### src/rtl/dme_pkg.sv
package dme_pkg;
	// Field layout of the debug status and control register.
	localparam int MODE_LSB = 14;
	localparam int MODE_MSB = 15;
	localparam int HALT_BIT = 15;
	localparam int MON_BIT = 14;
	localparam int DSCR_W = 32;
	localparam logic [31:0] DSCR_RESET = 32'h0000_0000;
	// Breakpoint and watchpoint units.
	localparam int NUM_BP = 4;
	localparam int NUM_WP = 4;
	localparam int ADDR_W = 32;

	typedef enum logic [3:0] {
		DME_IDLE = 4'h1,
		DME_PEND = 4'h2,
		DME_HALT = 4'h4,
		DME_MON = 4'h8
	} dme_state_e;
endpackage : dme_pkg

### src/rtl/dme_match_if.sv
`timescale 1ns/1ps
interface dme_match_if;
	logic bp_hit;
	logic wp_hit;
	modport unit (output bp_hit, output wp_hit);
	modport ctrl (input bp_hit, input wp_hit);
endinterface : dme_match_if

### src/rtl/dme_matcher.sv
`timescale 1ns/1ps
module dme_matcher
	import dme_pkg::*;
(
	// Clock and reset
	input wire logic mclk_i,
	input wire logic reset_n_i,
	// Comparator setup
	input wire logic [NUM_BP*ADDR_W-1:0] bp_addr_i,
	input wire logic [NUM_BP-1:0] bp_active_i,
	input wire logic [NUM_WP*ADDR_W-1:0] wp_addr_i,
	input wire logic [NUM_WP-1:0] wp_active_i,
	// Observed traffic
	input wire logic fetch_valid_i,
	input wire logic [ADDR_W-1:0] fetch_addr_i,
	input wire logic data_valid_i,
	input wire logic [ADDR_W-1:0] data_addr_i,
	input wire logic events_on_i,
	// Match results
	dme_match_if.unit m
);
	logic [NUM_BP-1:0] bp_eq;
	logic [NUM_WP-1:0] wp_eq;
	logic bp_hit_ff;
	logic wp_hit_ff;

	genvar g;
	generate
		for (g = 0; g < NUM_BP; g++) begin : g_bp
			assign bp_eq[g] = bp_active_i[g] && fetch_valid_i &&
				(bp_addr_i[g*ADDR_W +: ADDR_W] == fetch_addr_i);
		end
		for (g = 0; g < NUM_WP; g++) begin : g_wp
			assign wp_eq[g] = wp_active_i[g] && data_valid_i &&
				(wp_addr_i[g*ADDR_W +: ADDR_W] == data_addr_i);
		end
	endgenerate

	// Matches are registered; events_on gates them at the source.
	always_ff @(posedge mclk_i or negedge reset_n_i) begin
		if (!reset_n_i) begin
			bp_hit_ff <= 1'b0;
			wp_hit_ff <= 1'b0;
		end else begin
			bp_hit_ff <= events_on_i && (|bp_eq);
			wp_hit_ff <= events_on_i && (|wp_eq);
		end
	end

	assign m.bp_hit = bp_hit_ff;
	assign m.wp_hit = wp_hit_ff;
endmodule : dme_matcher

### src/rtl/dme_debug_ctrl.sv
`timescale 1ns/1ps
module dme_debug_ctrl
	import dme_pkg::*;
(
	// Clock and resets
	input wire logic mclk_i,
	input wire logic reset_n_i,
	input wire logic debug_reset_n_i,
	// Enable pin (asynchronous to the core)
	input wire logic invasive_debug_enable_i,
	// Register write port from the core
	input wire logic dscr_wr_i,
	input wire logic [dme_pkg::DSCR_W-1:0] dscr_wdata_i,
	output logic [dme_pkg::DSCR_W-1:0] debug_status_control_reg_o,
	// Comparator setup
	input wire logic [dme_pkg::NUM_BP*dme_pkg::ADDR_W-1:0] bp_addr_i,
	input wire logic [dme_pkg::NUM_BP-1:0] bp_active_i,
	input wire logic [dme_pkg::NUM_WP*dme_pkg::ADDR_W-1:0] wp_addr_i,
	input wire logic [dme_pkg::NUM_WP-1:0] wp_active_i,
	// Pipeline observation
	input wire logic fetch_valid_i,
	input wire logic [dme_pkg::ADDR_W-1:0] fetch_addr_i,
	input wire logic data_valid_i,
	input wire logic [dme_pkg::ADDR_W-1:0] data_addr_i,
	input wire logic instr_done_i,
	// Interrupts and restart
	input wire logic irq_pending_i,
	input wire logic irq_masked_i,
	input wire logic restart_i,
	// Results to the core
	output logic core_stall_o,
	output logic halt_o,
	output logic monitor_exc_o,
	output logic wp_data_commit_o,
	output logic irq_take_o
);
	import dme_pkg::*;

	logic [DSCR_W-1:0] dscr_ff;
	logic [2:0] en_sync_ff;
	logic en_ff;
	logic events_on;
	logic halt_en;
	logic mon_en;
	logic irq_ok;
	dme_state_e state_ff;
	dme_state_e nxt_state;
	logic mon_pulse_ff;
	logic wp_commit_ff;
	dme_match_if mif ();

	// Three-stage sync; a change counts when stages two and three agree.
	always_ff @(posedge mclk_i or negedge reset_n_i) begin
		if (!reset_n_i) begin
			en_sync_ff <= 3'h0;
		end else begin
			en_sync_ff <= {en_sync_ff[1:0], invasive_debug_enable_i};
		end
	end

	always_ff @(posedge mclk_i or negedge reset_n_i) begin
		if (!reset_n_i) begin
			en_ff <= 1'b0;
		end else if (en_sync_ff[2] == en_sync_ff[1]) begin
			en_ff <= en_sync_ff[2];
		end
	end

	// The debug reset clears the register whatever the core is doing.
	always_ff @(posedge mclk_i or negedge debug_reset_n_i) begin
		if (!debug_reset_n_i) begin
			dscr_ff <= DSCR_RESET;
		end else if (dscr_wr_i) begin
			dscr_ff <= dscr_wdata_i;
		end
	end

	assign debug_status_control_reg_o = dscr_ff;
	assign halt_en = dscr_ff[HALT_BIT];
	assign mon_en = dscr_ff[MON_BIT];
	assign events_on = en_ff && (halt_en || mon_en);

	dme_matcher u_match (
		.mclk_i(mclk_i),
		.reset_n_i(reset_n_i),
		.bp_addr_i(bp_addr_i),
		.bp_active_i(bp_active_i),
		.wp_addr_i(wp_addr_i),
		.wp_active_i(wp_active_i),
		.fetch_valid_i(fetch_valid_i),
		.fetch_addr_i(fetch_addr_i),
		.data_valid_i(data_valid_i),
		.data_addr_i(data_addr_i),
		.events_on_i(events_on),
		.m(mif.unit)
	);

	// A pending match is re-checked against the live enables every cycle,
	// so dropping them releases the stall instead of waiting forever.
	always_comb begin
		nxt_state = state_ff;
		case (state_ff)
			DME_IDLE: begin
				if (mif.bp_hit || mif.wp_hit) begin
					nxt_state = DME_PEND;
				end
			end
			DME_PEND: begin
				if (!events_on) begin
					nxt_state = DME_IDLE;
				end else if (instr_done_i) begin
					// Halt mode wins when both bits are set.
					nxt_state = halt_en ? DME_HALT : DME_MON;
				end
			end
			DME_HALT: begin
				if (restart_i || !events_on) begin
					nxt_state = DME_IDLE;
				end
			end
			DME_MON: begin
				nxt_state = DME_IDLE;
			end
			default: begin
				nxt_state = DME_IDLE;
			end
		endcase
	end

	always_ff @(posedge mclk_i or negedge reset_n_i) begin
		if (!reset_n_i) begin
			state_ff <= DME_IDLE;
		end else begin
			state_ff <= nxt_state;
		end
	end

	always_ff @(posedge mclk_i or negedge reset_n_i) begin
		if (!reset_n_i) begin
			mon_pulse_ff <= 1'b0;
		end else begin
			mon_pulse_ff <= (state_ff == DME_PEND) && instr_done_i &&
				events_on && !halt_en;
		end
	end

	// A watched access is committed whether or not debug stays on.
	always_ff @(posedge mclk_i or negedge reset_n_i) begin
		if (!reset_n_i) begin
			wp_commit_ff <= 1'b0;
		end else begin
			wp_commit_ff <= mif.wp_hit;
		end
	end

	assign irq_ok = irq_pending_i && !irq_masked_i;
	// Breakpoint and watchpoint matches both stall; interrupts still get through.
	assign core_stall_o = (state_ff == DME_PEND) && !irq_ok;
	assign irq_take_o = irq_ok && (state_ff != DME_HALT);
	// Halt is shown for the whole halted state, so the interrupt gate and
	// the halt output can never disagree after a late mode rewrite.
	assign halt_o = (state_ff == DME_HALT);
	assign monitor_exc_o = mon_pulse_ff;
	assign wp_data_commit_o = wp_commit_ff;
endmodule : dme_debug_ctrl

### config.mk
export PLATFORM = sky130hd
export DESIGN_NAME = dme_debug_ctrl
export DESIGN_NICKNAME = d
export VERILOG_FILES = /design/src/rtl/dme_pkg.sv /design/src/rtl/dme_match_if.sv /design/src/rtl/dme_matcher.sv /design/src/rtl/dme_debug_ctrl.sv
export SDC_FILE = /design/constraint.sdc
export NUM_CORES = 1
export LEC_CHECK = 0
export BUFFER_PORTS_ARGS = -buffer_cell sky130_fd_sc_hd__buf_2
export CAP_MARGIN = 20
export CORE_AREA = 8 8 153 155
export CTS_BUF_LIST = sky130_fd_sc_hd__clkbuf_4 sky130_fd_sc_hd__clkbuf_8 sky130_fd_sc_hd__clkbuf_16
export CTS_CLUSTER_DIAMETER = 150
export DETAILED_ROUTE_END_ITERATION = 8
export DIE_AREA = 0 0 161 163
export GPL_ROUTABILITY_DRIVEN = 0
export PLACE_DENSITY_LB_ADDON = 0.25
export SLEW_MARGIN = 0
export SYNTH_ARGS = -nofsm -noshare
export SYNTH_HDL_FRONTEND = slang
export SYNTH_SLANG_ARGS = --single-unit
### constraint.sdc
create_clock -name mclk_i -period 1.5 [get_ports mclk_i]
set_clock_uncertainty 0.05 [all_clocks]
set_input_delay 0.3 -clock mclk_i [delete_from_list [all_inputs] [get_ports mclk_i]]
set_output_delay 0.3 -clock mclk_i [all_outputs]
set_load 0.02 [all_outputs]
Yosys cells after proc, flatten, opt, wreduce, memory -nomap -nowiden:

Index checks and enable logic that the tools add are counted.

* register bits after elaboration: 44
* input bits: 371
* logic and storage cells: 65
* output and inout port bits: 37

* reductions and logical operators: 35
* mux-type cells: 6
* eq/ne operators: 16

Operators with widths (number)
* 32-bit equality test: 8
* 1-bit logical AND: 25
* 4-bit 2-to-1 mux: 5
* 4-bit one-hot mux with 3 select lines: 1
* 4-bit OR reduction: 2
* 4-bit by 1-bit equality test with 1-bit output (second input constant): 1
* 4-bit by 2-bit equality test with 1-bit output (second input constant): 1
* 4-bit by 3-bit equality test with 1-bit output (second input constant): 1
* 1-bit zero test: 4
* 4-bit by 3-bit inequality test with 1-bit output (second input constant): 1
* 1-bit logical OR: 3
* 3-bit inequality test (second input constant): 1
* 3-bit AND reduction: 1
* 2-bit by 1-bit inequality test with 1-bit output (second input constant): 1
* 2-bit inequality test (second input constant): 1
* 1-bit equality test: 1

Logic depth before layout (Yosys ltp):

Gate-level depths: netlist (run 1).

* depth in word-level cells: 6
* depth in mapped cells: 6
* gate-level depth less buffers: 5

By module:

From an unflattened synthesis (run 1), not the netlist that was laid out.

* cells, all modules: 488
* area total of the unflattened synthesis: 4594.4 um2

Modules (own cells, without submodules)
* dme_matcher: seq. area each 50.0 um2, times used 1, area each 3027.9 um2, cells each 388
* dme_debug_ctrl: seq. area each 1052.3 um2, times used 1, area each 1566.5 um2, cells each 100

Worst setup path before layout (run 1):

Ideal clock, no wire load.

* path type: flip-flop to flip-flop
* from: register state_ff[1]
* to: register state_ff[2]
* path slack: -0.061 ns
* arrival time: 1.391 ns
* stages on the path, launching flop included: 6
* setup time: 0.120 ns
* buffers on the path: 0
* clock period less this slack: 1.561 ns
* required time: 1.330 ns
* path through: dfrtp_1 -> nor4b_4 -> nand2_1 -> nor2_2 -> nor3_1 -> a41o_1

* cells in the longest elaborated chain, start to end: 3
* elaborated cells between the ends (all ways): 8
* classes of those cells: eq/ne: 6; mux: 1; reduce/logical: 1

RTL lines
* start, declared: line dme_debug_ctrl.sv:46 `dme_state_e state_ff;`
* start signal, assigned: line dme_debug_ctrl.sv:134 `state_ff <= nxt_state;`
* 4-bit by 3-bit equality test with 1-bit output *
* named net halt_o: line dme_debug_ctrl.sv:32 `output logic halt_o,`
* 2-bit by 1-bit inequality test with 1-bit output (no line)
* 3-bit AND reduction (no line)

Mark *: on every way through the listed nets, which the timed path passes. The rest lies on a longest branch.
A chain may end at the register's enable or synchronous reset.

Final worst setup path (run 1):

* from: register state_ff[3]
* to: output port irq_take_o

* cells in the longest elaborated chain, start to end: 2

RTL lines
* 4-bit by 3-bit inequality test with 1-bit output: line dme_debug_ctrl.sv:159 `assign irq_take_o = irq_ok && (state_ff != DME_HALT);`
* 1-bit logical AND: line dme_debug_ctrl.sv:159
* end, declared: line dme_debug_ctrl.sv:35 `output logic irq_take_o`

Every way passes these cells.

==> impl_metrics.toml, run 1 <==
[run_status]
status = "complete, but fails checks"
violations = "setup timing"

[clock_tree]
cts_htree_levels = 2
clk_latency_ns = 0.28
cts_root_buffer = "clkbuf_16"
clockBufferDepth = 2
cts_tree = "built"
cts_num_sinks = 44
cts_buffers = 5
clk_pin_slew_ns = 0.06

[sta]
relSlewSlack_pct = 74.8
rsz0062_at_grt = "yes"
tns_ns = -0.596
hold_violations = 0
setup_violations = 3
hold_ws_ns = 0.0745
slew_viol_final = 0
max_freq_ghz = 0.571
period_needed_ns = 1.75
worst_pin_slew_ns = 0.376
fin_crit_sh_pct = 117
setup_slack_ns = -0.251

[place]
post-place-ws_ns = -0.421
port_buffers = 407
dp_hpwl_um = 22100

[yosys]
yosysUniqueCellTypes = 36
synth_area_mm2 = 0.00478
synth_seq_area_share_pct = 23.1
netlist_instances = 500
ys_ff_latch = 44
ys.flop_type = "dfrtp_1"
synth_most_common_cell = "xnor2_1"
synth_edf_count = 0
synth_top_cell_area_share_pct = 40.7
postSynthAreaPerCell_um2 = 9.55
synth_nets = 871
yosysTopAreaCell = "xnor2_1"
netlist_top_cells_area = "xnor2_1 41%, dfrtp_1 23%, nand4_1 7.2%"
yosysWarnings = 0
ys_top_cells_by_count = "222 x xnor2_1, 55 x nand4_1, 43 x dfrtp_1"
async_reset_ff_share_pct = 100

[setup_path]
cp-end-kind = "output port"
slowest_stage = "dfrtp_1"
critPathRequiredTime_ns = 1.15
worstPathArrival_ns = 1.40
critPathTopFamily = "buffers and inverters"
max_stage_delay_ns = 0.40
crit_top_cell = "buf_4"
critPathKind = "reg2out"
path_buf_inv = 3
start_kind = "flip-flop"
crit_path_max_fanout = 3
critical_path.cell_chain = "buf_6 > nor4b_4 > buf_4 > nor3b_2 > buf_4"

[floorplan]
die_h_um = 163
start_util_pct = 22.9
row_count = 53
chipWidth_um = 161
top_level_ports = 408
die_area_mm2 = 0.0262
core_mm2 = 0.0208

[finish]
areaGrowthSynthToFinish_pct = 64.2
drive_above_1_share_pct = 57.3
final_net_count = 1316
num_antenna_cells = 0

[grt]
grt_pass1_vias = 6037
antenna_found_initial = 0
grt_usage_pct = 17.5
grt_pass1_wl_um = 35400
grt_max_degree = 33
grt-ovfl-total = 0

[routing]
drtAntennaViolNets = 0
wl_per_cell_um = 19.9
vias_per_cell = 4.31
firstDrtPassIters = 4
drtIter0Drc = 246
drc = 0
drt-total-wl_um = 24300
vias = 5260

[flow_run]
max-cap-violations = 0

[hold_path]
hp-class = "in2reg"

[power_and_ir_drop]
p_total_mw = 4.69
power_density_mw_per_mm2 = 598
vdd_drop_max_uv = 384
leakagePower_nw = 3.50
## registers in the layout (all words and copies together) (netlist names)
name                        flops
monitor_exc_o                   1
u_match.m.bp_hit                1
state_ff                        4
debug_status_control_reg_o     32
en_sync_ff                      3
wp_data_commit_o                1
u_match.m.wp_hit                1
en_ff                           1
## final cells by class
class | instances | area (um^2)
Clock inverter | 2 | 38.8
Sequential cell | 44 | 1100
Inverter | 6 | 22.5
Timing Repair Buffer | 480 | 2680
Fill cell | 2211 | 13000
Tap cell | 275 | 344
Multi-Input combinational cell | 408 | 3510
Clock buffer | 6 | 139
## routing by layer
layer | vias up | track usage, % | wire length (um)
met5 | - | 0 | 0
met1 | 2408 | 19.9 | 9410
met3 | 16 | 5.01 | 2050
met2 | 249 | 32.2 | 12500
li1 | 2587 | - | -
met4 | 0 | 3.54 | 342
## power breakdown
group / total (mW) / switching [mW] / leakage [nW] / internal [mW]
Sequential: 1.32 / 0.0401 / 0.529 / 1.28
Clock: 1.30 / 0.461 / 0.0871 / 0.834
Combinational: 2.07 / 0.980 / 2.89 / 1.09
Total: 4.69 / 1.48 / 3.50 / 3.21
## worst paths after layout
kind / start / to / slack [ns] / cells past startpoint
setup / recovery: state_ff[3]$_DFFE_PN0P_ / irq_take_o / -0.25 / 5
min in group asynchronous: debug_reset_n_i / debug_status_control_reg_o[2]$_DFFE_PN0P_ / 0.41 / 2
hold / removal: invasive_debug_enable_i / en_sync_ff[0]$_DFF_PN0_ / 0.07 / 1
hold reg to reg: en_sync_ff[0]$_DFF_PN0_ / en_sync_ff[1]$_DFF_PN0_ / 0.30 / 0
setup reg to reg: state_ff[3]$_DFFE_PN0P_ / monitor_exc_o$_DFF_PN0_ / 0.01 / 6
max in group asynchronous: debug_reset_n_i / debug_status_control_reg_o[3]$_DFFE_PN0P_ / 0.58 / 3
## stage by stage
| stage | cell area (um^2) | utilization (%) | std cells |
|---|---|---|---|
| 2_1_floorplan | 4780 | - | 500 |
| 3_3_place_gp | 7460 | 35.8 | 1207 |
| 3_5_place_dp | 7460 | 35.8 | 1207 |
| 4_1_cts | 7730 | 37.1 | 1219 |
| 5_1_grt | 7840 | 37.7 | 1221 |
| 6_report | 7840 | 37.7 | 1221 |
## worst reg2reg max path: stages (launching register included)
cell and delay [ns]:
dfrtp_1 0.40, buf_6 0.13, buf_4 0.13, nor4b_4 0.30, nand4b_1 0.17, buf_4 0.17, nor2_1 0.07
## logic make-up after synthesis
group / share of synthesized area [%]
muxes: 7.55
and+or+nand+nor: 14.3
buffers and inverters: 6.24
adders and majority gates: 0.210
AOI/OAI and AO/OA: 1.97
DFF: 23.1
xor gates and xnor gates: 46.7
## what timing repair did
action | CTS | global route
hold buffers | 2 | 0
gates resized for setup | 11 | 16
setup buffers | 2 | 3
hold endpoints to repair | 25 | 0
cloned | 0 | 0
pin swaps | 4 | 12
setup endpoints to repair | 5 | 8
## cells in the final DEF (no fill, tap or decap), drive strengths merged
| cell | synthesis | final |
|---|---|---|
| buf | 32 | 478 |
| xnor2 | 224 | 224 |
| nand4 | 55 | 55 |
| dfrtp | 43 | 43 |
| mux2 | 32 | 32 |
| xor2 | 29 | 29 |
| nor4 | 17 | 17 |
| nand3 | 14 | 14 |
| nor3 | 11 | 11 |
| inv | 6 | 6 |
| clkbuf | 10 | 6 |
| nor2 | 5 | 5 |
| a21oi | 3 | 3 |
| nor4b | 2 | 2 |
| nand3b | 2 | 2 |
| a41oi | 2 | 2 |
| dlygate4sd3 | 0 | 2 |
| nand4b | 1 | 1 |
| nor3b | 1 | 1 |
| o2111ai | 1 | 1 |
| o22ai | 1 | 1 |
| a22oi | 1 | 1 |
| and4b | 1 | 1 |
| o21ai | 1 | 1 |
| nand2 | 1 | 1 |
| a41o | 1 | 1 |
| o21bai | 1 | 1 |
| o22a | 1 | 1 |
| maj3 | 1 | 1 |
| clkinv | 0 | 1 |
| bufinv | 0 | 1 |
| dfstp | 1 | 1 |
Note: power is estimated with default switching activity, not from simulation.
==> inputs of run 2 (changes only) <==
HOLD_SLACK_MARGIN = 0.12   (was not set)
==> run 2 against run 1 <==
Effect of this change:
- sequential cell count stayed put
- critical path type unchanged
- worst setup slack hardly changed
- sequential power hardly changed
- the flow still finishes with violations (setup timing)
- clock power hardly changed
==> impl_metrics.toml, run 2 (same netlist as run 1, synthesis figures left out) <==
[run_status]
status = "complete, but fails checks"
violations = "setup timing"

[grt]
met1_usage_pct = 19.9
gr-usage-met2_pct = 32.2
top_usage_layer = "met2"
grt_pass1_vias = 6042
grt-ovfl-total = 0
grt_max_degree = 33
antenna_found_initial = 0
grt_pass1_wl_um = 35400
gr-usage-met3_pct = 5.01
grt_usage_pct = 17.5

[power_and_ir_drop]
power_frac_seq_pct = 28.1
p_switching_mw = 1.49
internal-power_mw = 3.21
power_density_mw_per_mm2 = 598
switching_share_pct = 31.7
combPwrFrac_pct = 44.2
vdd_drop_max_uv = 384
pwr-share-clk_pct = 27.8
leakagePower_nw = 3.51

[finish]
num_antenna_cells = 0
final_net_count = 1317
utilization_pct = 37.7
layout_commonest_cell = "buf_2"
final_area_mm2 = 0.00785
layoutNonFillerInstCount = 1222
largest_register_ffs = 32
final_cell_mix = "404 x buf_2, 219 x xnor2_1, 66 x buf_4"
areaGrowthSynthToFinish_pct = 64.4
drive_above_1_share_pct = 57.2

[setup_path]
cp-end-kind = "output port"
critPathTopFamily = "buffers and inverters"
critPathKind = "reg2out"
worstPathArrival_ns = 1.40
crit_path_max_fanout = 3
critPathRequiredTime_ns = 1.15
r2r-start = "state_ff[3]$_DFFE_PN0P_"
slowest_stage = "dfrtp_1"
critical_path.cell_chain = "buf_6 > nor4b_4 > buf_4 > nor3b_2 > buf_4"
crit_start = "state_ff[3]$_DFFE_PN0P_"
start_kind = "flip-flop"
path_buf_inv = 3
crit_top_cell = "buf_4"
max_stage_delay_ns = 0.40

[sta]
max_freq_ghz = 0.571
setup_violations = 3
worst_pin_slew_ns = 0.376
hold_ws_ns = 0.183
fin_crit_sh_pct = 117
rsz0062_at_grt = "yes"
relSlewSlack_pct = 74.8
hold_violations = 0
period_needed_ns = 1.75
setup_slack_ns = -0.251
slew_viol_final = 0

[hold_path]
hp-class = "in2reg"
hold_start = "dscr_wdata_i[10]"

[routing]
drc = 0
firstDrtPassIters = 4
vias_per_cell = 4.30
drt-total-wl_um = 24300
drtIter0Drc = 235
vias = 5258
wl_per_cell_um = 19.9
drtAntennaViolNets = 0

[floorplan]
top_level_ports = 408
die_area_mm2 = 0.0262
row_count = 53
start_util_pct = 22.9
chipWidth_um = 161
die_h_um = 163
core_mm2 = 0.0208

[clock_tree]
cts_num_sinks = 44
cts_htree_levels = 2
cts_root_buffer = "clkbuf_16"
clockBufferDepth = 2
clk_pin_slew_ns = 0.07
clk_latency_ns = 0.28
cts_tree = "built"
cts_buffers = 5

[place]
dp_hpwl_um = 22100
dp_cells = 1207
port_buffers = 407
post-place-ws_ns = -0.421
dpl_cell_area_mm2 = 0.00746

[flow_run]
max-cap-violations = 0
==> run 2: cell types whose count changed in the layout (fill, tap and decap cells not counted), sizes merged <==
cell	previous run	this run
dlygate4sd3	2	3
==> run 2: worst register-to-register path, delay by kind of cell (launching register included) <==
| kind | cells | cell delay (ns) |
|---|---|---|
| flip-flops | 1 | 0.40 |
| AND/OR/NAND/NOR | 3 | 0.54 |
| buffers and inverters | 3 | 0.43 |
==> run 2: path summary, 6_finish.rpt <==
path	depth (start not counted)	slack, ns	to
max	5	-0.25	irq_take_o
max in group asynchronous	3	0.58	debug_status_control_reg_o[3]$_DFFE_PN0P_
min reg2reg	0	0.30	en_sync_ff[1]$_DFF_PN0_
min in group asynchronous	2	0.41	debug_status_control_reg_o[2]$_DFFE_PN0P_
min	2	0.18	debug_status_control_reg_o[10]$_DFFE_PN0P_
max reg2reg	6	0.01	monitor_exc_o$_DFF_PN0_
==> run 2: per-layer routing <==
layer	routed length (um)	part of all wire (%)	up-vias
li1	-	-	2586
met1	9420	39	2407
met2	12500	51	249
met3	2050	8.4	16
met4	341	1.4	0
met5	0	0	-
==> run 2: area by class of cell <==
class                   instances  area (um^2)
multi-input cells             408         3510
flip-flops and latches         44         1100
clock inverters                 2         38.8
repair buffers                481         2690
well taps                     275          344
inverters                       6         22.5
clock buffers                   6          139
fillers                      2211        13000
==> run 2: power groups by stage <==
| stage | logic, mW | registers, mW | clock network (mW) |
|---|---|---|---|
| after floorplan | 0.886 | 1.46 | 0 |
| after global placement | 2.04 | 1.34 | 0 |
| after detailed placement | 2.05 | 1.34 | 0 |
| after CTS | 2.07 | 1.32 | 1.35 |
| after global routing | 2.23 | 1.33 | 1.41 |
| final | 2.07 | 1.32 | 1.30 |
==> run 2: repair_timing <==
| item | 4_1_cts | 5_1_grt |
|---|---|---|
| setup endpoints to repair | 5 | 8 |
| pin swaps | 4 | 12 |
| resized for setup | 11 | 16 |
| hold endpoints to repair | 26 | 0 |
| hold buffers | 3 | 0 |
| setup buffers | 2 | 3 |
==> run 2: per-stage QoR <==
| stage | total power [mW] | TNS (ns) |
|---|---|---|
| CTS | 4.74 | -0.750 |
| global placement | 3.38 | -0.663 |
| detailed placement | 3.39 | -0.756 |
| global route | 4.98 | -0.888 |
| floorplan | 2.34 | -0.0819 |
| finish | 4.70 | -0.609 |
==> inputs of run 3 (changes only) <==
CELL_PAD_IN_SITES_DETAIL_PLACEMENT = 0   (was not set)
CELL_PAD_IN_SITES_GLOBAL_PLACEMENT = 1   (was not set)
CORE_AREA = 8 8 151 153   (was 8 8 153 155)
DIE_AREA = 0 0 159 161   (was 0 0 161 163)
==> run 3 against run 2 <==
Effect of this change:
- the run still ends with setup timing left
- worst hold slack worse by 0.0015 ns
- power fell by 1.1%
- clock-buffer cell count shrank 1
- first-iteration DRC count shrank 33%
- maximum frequency up 5.9%
- sequential cell count did not move
- largest power group unchanged
- core utilization up 0.81 points
- critical endpoint unchanged
- register-to-register slack got worse by 0.02 ns
- critical path type unchanged
- non-clock buffer count grew 3
==> impl_metrics.toml, run 3 (same netlist as run 1, synthesis figures left out) <==
[run_status]
violations = "setup timing"
status = "complete, but fails checks"

[floorplan]
die_area_mm2 = 0.0256
top_level_ports = 408
chipWidth_um = 159
row_count = 53
start_util_pct = 23.2
core_mm2 = 0.0206
die_h_um = 161

[place]
dp_hpwl_um = 22800
post-place-ws_ns = -0.612
port_buffers = 407

[routing]
wl_per_cell_um = 20.2
vias_per_cell = 4.22
routed.top_layer = "met4"
drt-total-wl_um = 24800
wl_met1_um = 9670
met3_length_um = 1690
drtAntennaViolNets = 0
drtIter0Drc = 157
vias = 5192
firstDrtPassIters = 4
drc = 0
wl_met2_um = 13100

[grt]
grt_pass1_wl_um = 35800
antenna_found_initial = 4
grt_max_degree = 33
grt_usage_pct = 18.3
grt_pass1_vias = 5889
grt-ovfl-total = 0

[clock_tree]
cts_htree_levels = 2
cts_num_sinks = 44
cts_tree = "built"
clk_latency_ns = 0.28
cts_root_buffer = "clkbuf_16"
cts_buffers = 5
clockBufferDepth = 2
clk_pin_slew_ns = 0.07

[setup_path]
critical_path.cell_chain = "nor4b_4 > nor3b_1 > buf_4"
path_buf_inv = 1
slowest_stage = "dfstp_2"
reg2reg_to = "state_ff[2]$_DFFE_PN0P_"
critPathTopFamily = "flip-flops"
start_kind = "flip-flop"
cp-end-kind = "output port"
worst_r2r_path_depth = 6
max_stage_delay_ns = 0.58
r2r-start = "state_ff[1]$_DFFE_PN0P_"
critPathRequiredTime_ns = 1.15
worstPathArrival_ns = 1.30
critPathKind = "reg2out"
crit_path_max_fanout = 4
regToRegSetupSlack_ns = -0.01

[hold_path]
hp-class = "in2reg"
min_to = "debug_status_control_reg_o[10]$_DFFE_PN0P_"
hold_depth = 2
hold_start = "dscr_wdata_i[10]"

[finish]
drive_above_1_share_pct = 58.1
layout_commonest_cell = "buf_2"
areaGrowthSynthToFinish_pct = 65.8
num-fill-cells = 2179
largest_register_ffs = 32
final_cell_mix = "404 x buf_2, 213 x xnor2_1, 69 x buf_4"
final_net_count = 1320

[power_and_ir_drop]
p_total_mw = 4.65
power_density_mw_per_mm2 = 587
leakagePower_nw = 3.55
vdd_drop_max_uv = 594

[sta]
relSlewSlack_pct = 72.3
rsz0062_at_grt = "yes"
slew_viol_final = 0
max_freq_ghz = 0.604
hold_violations = 0
setup_slack_ns = -0.154
setup_violations = 4
fin_crit_sh_pct = 110
worst_pin_slew_ns = 0.416
period_needed_ns = 1.65

[flow_run]
max-cap-violations = 0
## run 3: cell types whose count changed in the layout (fill, tap and decap cells not counted), sizes merged
| cell | delta |
|---|---|
| diode | +4 |
| buf | +2 |
| clkinv | -1 |
| clkinvlp | +1 |
| inv | +1 |
## run 3: what timing repair did
action / in CTS / in global routing
buffers inserted: 5 / 2
hold endpoints to repair: 44 / 0
endpoints found under the setup margin: 6 / 8
pin swaps: 11 / 13
hold buffers: 3 / 0
gates resized for setup: 13 / 20
## run 3: cell type report
type,instances,area (um^2),area share [%]
multi-input combinational,408,3560,44.9
antenna,4,10.0,0.126
clock inverter,3,46.3,0.585
sequential,44,1100,13.9
clock buffer,5,125,1.58
inverter,6,22.5,0.284
timing repair buffer,484,2710,34.2
tap,275,344,4.35
## run 3: stage by stage
| step | utilization, % | hold slack [ns] | std cells | setup TNS, ns | area [um^2] |
|---|---|---|---|---|---|
| 2_1_floorplan | - | -0.0456 | 500 | -0.0819 | 4780 |
| 3_3_place_gp | 36.3 | 0.165 | 1208 | -0.867 | 7470 |
| 3_5_place_dp | 36.3 | 0.163 | 1208 | -1.01 | 7470 |
| 4_1_cts | 37.9 | 0.178 | 1224 | -0.501 | 7790 |
| 5_1_grt | 38.5 | 0.176 | 1229 | -0.759 | 7920 |
| 6_report | 38.5 | 0.182 | 1229 | -0.339 | 7920 |
## run 3: layer usage
| metal | vias to the layer above | global-route usage (%) |
|---|---|---|
| met5 | - | 0 |
| met4 | 0 | 3.95 |
| met3 | 20 | 4.84 |
| met2 | 236 | 34.6 |
| met1 | 2338 | 20.0 |
| li1 | 2598 | - |
## run 3: worst max path at each step
stage	startpoint	to	slack, ns	cells past startpoint
6_report	state_ff[0]$_DFFE_PN1P_	irq_take_o	-0.15	3
4_1_cts	state_ff[1]$_DFFE_PN0P_	irq_take_o	-0.18	3
2_1_floorplan	state_ff[1]$_DFFE_PN0P_	state_ff[2]$_DFFE_PN0P_	-0.06	5
3_3_place_gp	data_addr_i[12]	u_match.m.wp_hit$_DFF_PN0_	-0.56	7
5_1_grt	state_ff[0]$_DFFE_PN1P_	irq_take_o	-0.23	3
3_5_place_dp	data_addr_i[12]	u_match.m.wp_hit$_DFF_PN0_	-0.61	7
## run 3: report_power, final
part	switching (mW)	internal (mW)	total [mW]
logic	0.969	1.10	2.07
clock network	0.461	0.791	1.25
registers	0.0446	1.28	1.32
